===== config.mk =====
export PLATFORM = sky130hd
export DESIGN_NAME = ptp_one_step_stamper
export DESIGN_NICKNAME = d
export VERILOG_FILES = /design/src/design/ptp_stamp_pkg.sv /design/src/design/stream_fifo.sv /design/src/design/ptp_one_step_stamper.sv
export SDC_FILE = /design/constraint.sdc
export NUM_CORES = 2
export LEC_CHECK = 0
export BUFFER_PORTS_ARGS = -buffer_cell sky130_fd_sc_hd__clkbuf_2
export CORE_MARGIN = 5
export CORE_UTILIZATION = 60
export CTS_CLUSTER_SIZE = 14
export DETAILED_ROUTE_END_ITERATION = 10
export PLACE_DENSITY = 0.81
export SLEW_MARGIN = 20
export SYNTH_ARGS = -nofsm -noshare
export SYNTH_HDL_FRONTEND = slang
export SYNTH_SLANG_ARGS = --single-unit

===== constraint.sdc =====
create_clock -name core_clk -period 6.7 [get_ports core_clk]
set_input_delay 1.34 -clock core_clk [delete_from_list [all_inputs] [get_ports core_clk]]
set_output_delay 1.34 -clock core_clk [all_outputs]
set_load 0.05 [all_outputs]

===== src/design/ptp_stamp_pkg.sv =====
package ptp_stamp_pkg;
  // ==========================================================
  // stream framing
  localparam int BYTE_W = 8;
  localparam int FIFO_DEPTH = 16;
  localparam int CNT_W = 16;
  localparam logic [15:0] CNT_MAX = 16'hffff;
  localparam logic [15:0] POS_ETYPE_HI = 16'h000c;
  localparam logic [15:0] POS_ETYPE_LO = 16'h000d;
  localparam logic [15:0] POS_MSGTYPE = 16'h000e;
  localparam logic [15:0] POS_DOMAIN = 16'h0012;
  localparam logic [15:0] POS_CORR = 16'h0016;
  localparam logic [15:0] POS_RSVD = 16'h001e;
  localparam logic [15:0] POS_ORIGIN = 16'h0022;
  localparam logic [15:0] POS_ORIGIN_END = 16'h002c;
  localparam logic [15:0] CORR_BYTES = 16'h0008;
  localparam logic [15:0] RSVD_BYTES = 16'h0004;
  localparam logic [15:0] ORIGIN_BYTES = 16'h000a;
  localparam logic [7:0] ETYPE_HI = 8'h88;
  localparam logic [7:0] ETYPE_LO = 8'hf7;
  localparam logic [3:0] MSG_SYNC = 4'h0;
  localparam logic [3:0] MSG_DELAY_REQ = 4'h1;
  // ==========================================================
  // time arithmetic
  localparam logic [29:0] NS_PER_SEC = 30'h3b9aca00;
  localparam logic [29:0] TICK_NS = 30'h00000008;
  localparam logic [29:0] EGR_LATENCY_NS = 30'h00000000;
  localparam logic [29:0] ING_LOCAL_CORR_NS = 30'h00000000;
  localparam int CORR_FRAC_BITS = 16;
  // ==========================================================
  // directions and rewrite actions
  localparam int DIR_EGR = 0;
  localparam int DIR_ING = 1;
  typedef enum logic [1:0] {ACT_NOP, ACT_RSVD, ACT_CORR, ACT_ORIGIN} action_t;
endpackage : ptp_stamp_pkg


===== src/design/stream_fifo.sv =====
`timescale 1ns/1ns
module stream_fifo #(
  parameter int WIDTH = 9,
  parameter int DEPTH = 16
) (
  input wire logic core_clk,
  input wire logic rst,
  input wire logic inValid,
  output logic inReady,
  input wire logic [WIDTH-1:0] inWord,
  output logic outValid,
  input wire logic outReady,
  output logic [WIDTH-1:0] outWord
);
  localparam int AW = $clog2(DEPTH);
  logic [WIDTH-1:0] mem [DEPTH];
  logic [AW-1:0] wrPtr_q, rdPtr_q;
  logic [AW:0] count_q;
  logic push, pop;

  // ==========================================================
  // handshakes: full and empty come straight from the count
  assign inReady = (count_q != DEPTH[AW:0]);
  assign outValid = (count_q != '0);
  assign push = inValid && inReady;
  assign pop = outValid && outReady;
  assign outWord = mem[rdPtr_q];

  // storage has no reset; only the pointers and the count need one
  always_ff @(posedge core_clk)
  begin
    if (push)
    begin
      mem[wrPtr_q] <= inWord;
    end
  end

  // pointers wrap by index; depth is a power of two
  always_ff @(posedge core_clk)
  begin
    if (rst)
    begin
      wrPtr_q <= '0;
      rdPtr_q <= '0;
      count_q <= '0;
    end
    else
    begin
      if (push)
      begin
        wrPtr_q <= wrPtr_q + 1'b1;
      end
      if (pop)
      begin
        rdPtr_q <= rdPtr_q + 1'b1;
      end
      count_q <= count_q + {{AW{1'b0}}, push} - {{AW{1'b0}}, pop};
    end
  end
endmodule : stream_fifo


===== src/design/ptp_one_step_stamper.sv =====
// Operation
// RULE1: master-side sync leaving for the line gets correction or full origin stamp
// RULE2: delay request arriving from the line is stamped before going inward
// RULE3: delay response is no event and passes both ways untouched
// RULE4: slave-side sync arriving from the line gets a receive stamp inserted
// RULE5: engine sends delay request with own t3, its ns in reserved, zero correction
// RULE6: engine's t3 lies less than one second before the real transmit
// RULE7: e2e tc egress writes residence from inserted t3 to real transmit
// RULE8: decryption sits ahead of this stamper, so frames arrive in clear
// RULE9: receive stamp taken at line start of frame, unaffected by security delay
// RULE10: system supplies one shared timetick so all local times run equal
// RULE11: system supplies a global load pulse aligning all local time counters
// RULE12: receive stamp ns part goes into the four reserved header bytes
// RULE13: unmatched frames pass unmodified and their captured stamp is dropped
`timescale 1ns/1ns
module ptp_one_step_stamper (
  input wire logic core_clk,
  input wire logic rst,
  input wire logic timeTickIn,
  input wire logic timeLoadIn,
  input wire logic [47:0] loadSec,
  input wire logic [29:0] loadNs,
  input wire logic [7:0] ptpDomain,
  input wire logic egrEnable,
  input wire logic ingEnable,
  input wire logic egrFullStamp,
  input wire logic egrE2eTc,
  input wire logic ingLineSof,
  input wire logic sysTxValid,
  input wire logic [7:0] sysTxData,
  input wire logic sysTxLast,
  output logic sysTxReady,
  output logic lineTxValid,
  output logic [7:0] lineTxData,
  output logic lineTxLast,
  input wire logic lineTxReady,
  input wire logic lineRxValid,
  input wire logic [7:0] lineRxData,
  input wire logic lineRxLast,
  output logic lineRxReady,
  output logic sysRxValid,
  output logic [7:0] sysRxData,
  output logic sysRxLast,
  input wire logic sysRxReady
);
  // ==========================================================
  // helpers
  // nanosecond sum and difference modulo one second
  function automatic logic [29:0] nsAdd(input logic [29:0] a, input logic [29:0] b);
    logic [30:0] s;
    s = {1'b0, a} + {1'b0, b};
    if (s >= {1'b0, ptp_stamp_pkg::NS_PER_SEC})
    begin
      s = s - {1'b0, ptp_stamp_pkg::NS_PER_SEC};
    end
    return s[29:0];
  endfunction : nsAdd

  function automatic logic [29:0] nsSub(input logic [29:0] a, input logic [29:0] b);
    logic [29:0] r;
    r = a - b;
    if (a < b)
    begin
      r = r + ptp_stamp_pkg::NS_PER_SEC;
    end
    return r;
  endfunction : nsSub

  // ==========================================================
  // local time counter, fed by shared tick and load pins
  logic [2:0] tickSync_q, loadSync_q;
  logic [47:0] sec_q;
  logic [29:0] ns_q;
  logic tickRise, loadRise;

  // three stages; only the last two are compared
  always_ff @(posedge core_clk)
  begin
    if (rst)
    begin
      tickSync_q <= '0;
      loadSync_q <= '0;
    end
    else
    begin
      tickSync_q <= {tickSync_q[1:0], timeTickIn};
      loadSync_q <= {loadSync_q[1:0], timeLoadIn};
    end
  end
  assign tickRise = tickSync_q[1] && !tickSync_q[2];
  assign loadRise = loadSync_q[1] && !loadSync_q[2];

  // load beats tick so every device lands on the same value
  always_ff @(posedge core_clk)
  begin
    if (rst)
    begin
      sec_q <= '0;
      ns_q <= '0;
    end
    else if (loadRise)
    begin
      sec_q <= loadSec; // see RULE11
      ns_q <= loadNs;
    end
    else if (tickRise)
    begin
      ns_q <= nsAdd(ns_q, ptp_stamp_pkg::TICK_NS); // see RULE10
      if (nsAdd(ns_q, ptp_stamp_pkg::TICK_NS) < ns_q)
      begin
        sec_q <= sec_q + 48'h1;
      end
    end
  end

  // ==========================================================
  // receive stamp caught at the line start of frame pulse
  logic [47:0] rxSec_q;
  logic [29:0] rxNs_q;
  // the pulse comes from ahead of decryption, so security delay never moves it
  always_ff @(posedge core_clk)
  begin
    if (rst)
    begin
      rxSec_q <= '0;
      rxNs_q <= '0;
    end
    else if (ingLineSof)
    begin
      rxSec_q <= sec_q; // see RULE9
      rxNs_q <= nsSub(ns_q, ptp_stamp_pkg::ING_LOCAL_CORR_NS);
    end
  end

  // ==========================================================
  // per-direction stream arrays; egress is index 0, ingress 1
  logic [1:0] inValid, inReady, inLast, outReadyExt, dirEnable;
  logic [7:0] inData [2];
  logic [1:0] oValid_q, oLast_q;
  logic [7:0] oData_q [2];

  assign inValid = {lineRxValid, sysTxValid};
  assign inLast = {lineRxLast, sysTxLast};
  assign inData[ptp_stamp_pkg::DIR_EGR] = sysTxData;
  assign inData[ptp_stamp_pkg::DIR_ING] = lineRxData; // see RULE8
  assign outReadyExt = {sysRxReady, lineTxReady};
  assign dirEnable = {ingEnable, egrEnable};
  assign sysTxReady = inReady[ptp_stamp_pkg::DIR_EGR];
  assign lineRxReady = inReady[ptp_stamp_pkg::DIR_ING];
  assign lineTxValid = oValid_q[ptp_stamp_pkg::DIR_EGR];
  assign lineTxData = oData_q[ptp_stamp_pkg::DIR_EGR];
  assign lineTxLast = oLast_q[ptp_stamp_pkg::DIR_EGR];
  assign sysRxValid = oValid_q[ptp_stamp_pkg::DIR_ING];
  assign sysRxData = oData_q[ptp_stamp_pkg::DIR_ING];
  assign sysRxLast = oLast_q[ptp_stamp_pkg::DIR_ING];

  // ingress frames enter already decrypted, in clear form
  for (genvar d = 0; d < 2; d++)
  begin : gDir
    logic fire, pop, popOk, hold, fValid, fLast;
    logic [7:0] fData, newByte;
    logic [8:0] fWord;
    logic [15:0] inCnt_q, outCnt_q, rel;
    logic etHi_q, etOk_q, hdrDone_q, stampValid_q;
    logic [3:0] msg_q;
    logic [31:0] refNs_q, rsvdWord;
    logic [63:0] origCorr_q, newCorr;
    logic [47:0] stSec_q;
    logic [29:0] stNs_q, resid;
    logic [79:0] origin;
    ptp_stamp_pkg::action_t act_q;

    assign fire = inValid[d] && inReady[d];

    stream_fifo #(
      .WIDTH(ptp_stamp_pkg::BYTE_W + 1),
      .DEPTH(ptp_stamp_pkg::FIFO_DEPTH)
    ) uFifo (
      .core_clk(core_clk),
      .rst(rst),
      .inValid(inValid[d]),
      .inReady(inReady[d]),
      .inWord({inLast[d], inData[d]}),
      .outValid(fValid),
      .outReady(popOk),
      .outWord(fWord)
    );
    assign fLast = fWord[8];
    assign fData = fWord[7:0];

    // input side: byte position and header capture as bytes enter
    always_ff @(posedge core_clk)
    begin
      if (rst)
      begin
        inCnt_q <= '0;
        hdrDone_q <= 1'b0;
        etHi_q <= 1'b0;
        etOk_q <= 1'b0;
        msg_q <= '0;
        refNs_q <= '0;
        origCorr_q <= '0;
      end
      else if (fire)
      begin
        inCnt_q <= inLast[d] ? '0 :
          (inCnt_q == ptp_stamp_pkg::CNT_MAX ? inCnt_q : inCnt_q + 16'h1);
        if (inCnt_q == '0)
        begin
          hdrDone_q <= inLast[d];
          etOk_q <= 1'b0;
        end
        else if (inLast[d] || inCnt_q == ptp_stamp_pkg::POS_ORIGIN - 16'h1)
        begin
          hdrDone_q <= 1'b1;
        end
        if (inCnt_q == ptp_stamp_pkg::POS_ETYPE_HI)
        begin
          etHi_q <= (inData[d] == ptp_stamp_pkg::ETYPE_HI);
        end
        if (inCnt_q == ptp_stamp_pkg::POS_ETYPE_LO)
        begin
          etOk_q <= etHi_q && (inData[d] == ptp_stamp_pkg::ETYPE_LO);
        end
        if (inCnt_q == ptp_stamp_pkg::POS_MSGTYPE)
        begin
          msg_q <= inData[d][3:0];
        end
        if (inCnt_q >= ptp_stamp_pkg::POS_CORR && inCnt_q < ptp_stamp_pkg::POS_RSVD)
        begin
          origCorr_q <= {origCorr_q[55:0], inData[d]};
        end
        if (inCnt_q >= ptp_stamp_pkg::POS_RSVD && inCnt_q < ptp_stamp_pkg::POS_ORIGIN)
        begin
          refNs_q <= {refNs_q[23:0], inData[d]}; // see RULE5
        end
      end
    end

    // classification at the domain byte; delay response and others stay nop
    always_ff @(posedge core_clk)
    begin
      if (rst)
      begin
        act_q <= ptp_stamp_pkg::ACT_NOP;
        stampValid_q <= 1'b0;
        stSec_q <= '0;
        stNs_q <= '0;
      end
      else if (fire && inCnt_q == '0)
      begin
        act_q <= ptp_stamp_pkg::ACT_NOP;
        stampValid_q <= 1'b1;
        if (d == ptp_stamp_pkg::DIR_EGR)
        begin
          stSec_q <= sec_q;
          stNs_q <= nsAdd(ns_q, ptp_stamp_pkg::EGR_LATENCY_NS);
        end
        else
        begin
          // a start pulse in the same cycle as byte 0 must beat the older held stamp
          stSec_q <= ingLineSof ? sec_q : rxSec_q;
          stNs_q <= ingLineSof ? nsSub(ns_q, ptp_stamp_pkg::ING_LOCAL_CORR_NS) : rxNs_q;
        end
      end
      else if (fire && inCnt_q == ptp_stamp_pkg::POS_DOMAIN)
      begin
        act_q <= ptp_stamp_pkg::ACT_NOP; // see RULE3
        stampValid_q <= 1'b0; // see RULE13
        if (dirEnable[d] && etOk_q && inData[d] == ptpDomain)
        begin
          if (d == ptp_stamp_pkg::DIR_ING &&
              (msg_q == ptp_stamp_pkg::MSG_SYNC || msg_q == ptp_stamp_pkg::MSG_DELAY_REQ))
          begin
            act_q <= ptp_stamp_pkg::ACT_RSVD; // see RULE2 see RULE4
            stampValid_q <= stampValid_q;
          end
          else if (d == ptp_stamp_pkg::DIR_EGR && msg_q == ptp_stamp_pkg::MSG_SYNC)
          begin
            act_q <= egrFullStamp ? ptp_stamp_pkg::ACT_ORIGIN
                                  : ptp_stamp_pkg::ACT_CORR; // see RULE1
            stampValid_q <= stampValid_q;
          end
          else if (d == ptp_stamp_pkg::DIR_EGR &&
                   msg_q == ptp_stamp_pkg::MSG_DELAY_REQ && egrE2eTc)
          begin
            act_q <= ptp_stamp_pkg::ACT_CORR; // see RULE7
            stampValid_q <= stampValid_q;
          end
        end
      end
    end

    // rewrite values; the inserted t3 is under a second old, so one wrap fixes it
    assign resid = nsSub(stNs_q, refNs_q[29:0]); // see RULE6 see RULE7
    assign newCorr = origCorr_q + {18'h0, resid, 16'h0};
    assign origin = {stSec_q, 2'h0, stNs_q};
    assign rel = outCnt_q - ptp_stamp_pkg::POS_CORR;
    assign rsvdWord = {2'h0, stNs_q};

    // output side: correction bytes wait until the reserved bytes have entered
    assign hold = (outCnt_q == ptp_stamp_pkg::POS_CORR) && (act_q == ptp_stamp_pkg::ACT_CORR)
                  && !hdrDone_q;
    assign popOk = (!oValid_q[d] || outReadyExt[d]) && !hold;
    assign pop = fValid && popOk;

    always_comb
    begin
      newByte = fData;
      if (stampValid_q && act_q == ptp_stamp_pkg::ACT_CORR &&
          outCnt_q >= ptp_stamp_pkg::POS_CORR && outCnt_q < ptp_stamp_pkg::POS_RSVD)
      begin
        newByte = newCorr[(ptp_stamp_pkg::CORR_BYTES - 16'h1 - rel) * 8 +: 8]; // see RULE1
      end
      else if (stampValid_q && act_q == ptp_stamp_pkg::ACT_RSVD &&
               outCnt_q >= ptp_stamp_pkg::POS_RSVD && outCnt_q < ptp_stamp_pkg::POS_ORIGIN)
      begin
        newByte = rsvdWord[(ptp_stamp_pkg::RSVD_BYTES - 16'h1 -
                   (outCnt_q - ptp_stamp_pkg::POS_RSVD)) * 8 +: 8]; // see RULE12
      end
      else if (stampValid_q && act_q == ptp_stamp_pkg::ACT_ORIGIN &&
               outCnt_q >= ptp_stamp_pkg::POS_ORIGIN &&
               outCnt_q < ptp_stamp_pkg::POS_ORIGIN_END)
      begin
        newByte = origin[(ptp_stamp_pkg::ORIGIN_BYTES - 16'h1 -
                  (outCnt_q - ptp_stamp_pkg::POS_ORIGIN)) * 8 +: 8]; // see RULE1
      end
    end

    // output position counter, reset by the last byte
    always_ff @(posedge core_clk)
    begin
      if (rst)
      begin
        outCnt_q <= '0;
      end
      else if (pop)
      begin
        outCnt_q <= fLast ? '0 :
          (outCnt_q == ptp_stamp_pkg::CNT_MAX ? outCnt_q : outCnt_q + 16'h1);
      end
    end

    // registered output stage so data leaves from flops
    always_ff @(posedge core_clk)
    begin
      if (rst)
      begin
        oValid_q[d] <= 1'b0;
        oLast_q[d] <= 1'b0;
        oData_q[d] <= '0;
      end
      else if (pop)
      begin
        oValid_q[d] <= 1'b1;
        oLast_q[d] <= fLast;
        oData_q[d] <= newByte;
      end
      else if (outReadyExt[d])
      begin
        oValid_q[d] <= 1'b0;
      end
    end
  end
endmodule : ptp_one_step_stamper


==> impl_metrics.tcl <==
set metrics [dict create \
    status "finished clean" \
    power.total_w 0.01405 \
    drv_cap 0 \
    die_height_um 261.9 \
    slew_headroom_pct 25.12 \
    cts_root_buffer "clkbuf_16" \
    yosysWarnings 0 \
    synthCells 3889 \
    antenna_left 0 \
    clkLatencyLatePin_ns 0.64 \
    power.density_nw_per_um2 333.7 \
    synth_edf_count 304 \
    crit_fanout 7 \
    wl_um 105700 \
    synth_mux_area_share_pct 8.974 \
    critPathLaunchType "flop" \
    h-tree-depth 3 \
    via_per_inst 6.255 \
    fin_cells 4846 \
    cts-buffers-inserted 77 \
    ir_worst_vdd_mv 0.3880 \
    drc 0 \
    netlist_area_um2 38080 \
    setup_viol 0 \
    worstSetupPathType "reg2reg" \
    first_iter_violations 3265 \
    final_common_cell "nand2_1" \
    grt-ovfl-total 0 \
    synth_top_cell_by_area "edfxtp_1" \
    dp.cells 4701 \
    dr.pass1.iters 6 \
    start_util_pct 60.47 \
    final_nets 4195 \
    die_w_um 261.9 \
    gp_congestion 0.9929 \
    clk_pin_slew_ns 0.06 \
    fin_crit_ns 6.247 \
    synth_top_area_share_pct 23.98 \
    finalHoldViolCount 0 \
    grt_use_total_pct 30.37 \
    synth_xor_area_share_pct 6.290 \
    pin_count 139 \
    mappedNetlistNets 4146 \
    synth_seq_cells 739 \
    synth_compound_area_share_pct 12.96 \
    async_flop_share_pct 0 \
    grt_setup_unrepaired "no" \
    post-dp-hpwl_um 73640 \
    synth_ff_type "dfxtp_1" \
    die_area_um2 68600 \
    yosysUniqueCellTypes 89 \
    min_path_type "reg2reg" \
    port_buffers 138 \
    clockBufferDepth 3 \
    grt_max_degree 205 \
    setup-tns-final_ns 0 \
    dr_total_vias 30310 \
    critical_path_required_ns 7.05 \
    synthSimpleGateAreaFrac_pct 16.55 \
    area_growth_pct 10.55 \
    synth_area_leaders "edfxtp_1, dfxtp_1, mux4_2" \
    avgSynthCellArea_um2 9.791 \
    cts_tree "built" \
    layout_common_cells "nand2_1, dfxtp_1, nor2_1" \
    coreArea_um2 62970 \
    end_kind "flop" \
    grt_first_pass_wirelength_um 164400 \
    slew_viol_final 0 \
    tightest_slew_ns 1.121 \
    ys_seq_area_share_pct 46.85 \
    antenna_found_initial 3 \
    period_share_pct 93.24 \
    drive_gt1_share_pct 12.38 \
    fin_skew_ns 0.04133 \
    synth_top_family_by_area "simple AND/OR/NAND/NOR gates" \
    synth_fa_ha_area_share_pct 4.679 \
    wire_per_inst_um 21.81 \
    leakage_nw 14.97 \
    grt_pass1_vias 28880 \
    cp.arrival_ns 6.59 \
    fmax_mhz 160.1 \
    clock_sinks 739 \
    insertedDiodeCount 0 \
    rows 92 \
]
==> repair_timing <==
item / 4_1_cts / 5_1_grt
hold endpoints to repair: 0 / 0
setup endpoints to repair: 0 / 27
gates resized for setup: 0 / 6
setup buffers: 0 / 4
hold buffers: 0 / 0
==> per-layer routing <==
metal  track usage [%]  up-vias  wire [um]
met5                 0        -         18
met4             10.96        4       4272
met3             4.669      280       8280
met2             48.60     1290      49430
met1             42.53    14650      43690
li1                  -    14090          -
==> stage by stage <==
stage	worst slack, ns	hold slack [ns]	utilization [%]	instance area, um2
floorplan	0.9981	0.4138	-	38080
global placement	0.5949	0.4275	62.66	39460
detailed placement	0.4805	0.4283	62.66	39460
CTS	0.4046	0.4412	66.75	42030
global route	0.01827	0.4499	66.85	42090
finish	0.4530	0.4350	66.85	42090
==> power breakdown <==
group	internal, W	total [W]	switching [W]
logic	0.00172	0.00445	0.00274
clock network	0.00246	0.00430	0.00184
registers	0.00497	0.00530	0.000324
==> cell families (layout without fill, tap and decap cells) <==
group / after synthesis / count (layout)
simple gates: 1383 / 1383
compound gates: 785 / 785
flops: 739 / 739
buf+inv: 367 / 478
xor+xnor: 270 / 270
mux: 205 / 205
fa+ha+maj: 140 / 140
==> cell type report <==
type	instances	area, um2
Clock inverter	36	404.1
Sequential cell	739	17840
Timing Repair Buffer	200	1191
Fill cell	4778	20870
Tap cell	846	1059
Inverter	137	514.2
Multi-Input combinational cell	2783	18920
Clock buffer	105	2167
==> path summary, 6_finish.rpt <==
check / startpoint / cells after the start / endpoint / slack, ns
max: gDir[0].stNs_q[0] / 26 / oData_q[0][7] / 0.45
min: tickSync_q[0] / 1 / tickSync_q[1] / 0.44
max reg2reg: gDir[0].stNs_q[0] / 26 / oData_q[0][7] / 0.45
min reg2reg: tickSync_q[0] / 1 / tickSync_q[1] / 0.44
==> registers in the layout, indices dropped and copies added (netlist names), 7 cells and up, named ones only <==
signal,count
gDir.uFifo.count_q,10
gDir.uFifo.mem,288
gDir.stNs_q,60
gDir.uFifo.wrPtr_q,8
sec_q,48
gDir.origCorr_q,64
gDir.outCnt_q,32
gDir.stSec_q,48
oData_q,16
gDir.refNs_q,30
ns_q,30
gDir.inCnt_q,32
gDir.uFifo.rdPtr_q,8
rxNs_q,30
gDir.msg_q,7
==> synthesized netlist by cell type (102+ instances only) <==
cell,instances
mux4_2,108
o21ai_0,120
ha_1,136
edfxtp_1,304
a21oi_1,309
xor2_1,116
nor2_1,432
dfxtp_1,435
xnor2_1,150
inv_1,132
clkbuf_1,189
a211oi_1,102
nand2_1,483
nand3_1,106
==> critical path, stage by stage, from the launching register on <==
cell	delay [ns]
dfxtp_1	0.37
inv_1	0.06
ha_1	0.20
fa_1	0.41
nand2b_1	0.18
a21oi_1	0.29
o21ai_0	0.20
a21boi_0	0.37
and3b_1	0.24
o211a_1	0.24
o41a_1	0.44
nor4_2	0.23
nand2b_1	0.17
a21oi_1	0.07
xor2_1	0.17
ha_1	0.40
a21o_1	0.19
a211oi_1	0.20
o21ai_0	0.10
a21oi_1	0.16
o22ai_1	0.09
buf_4	0.17
a21oi_1	0.27
nor2_1	0.10
or3_1	0.31
a31oi_1	0.18
o21ai_0	0.13
No activity file was read; power rests on OpenSTA's default activity.
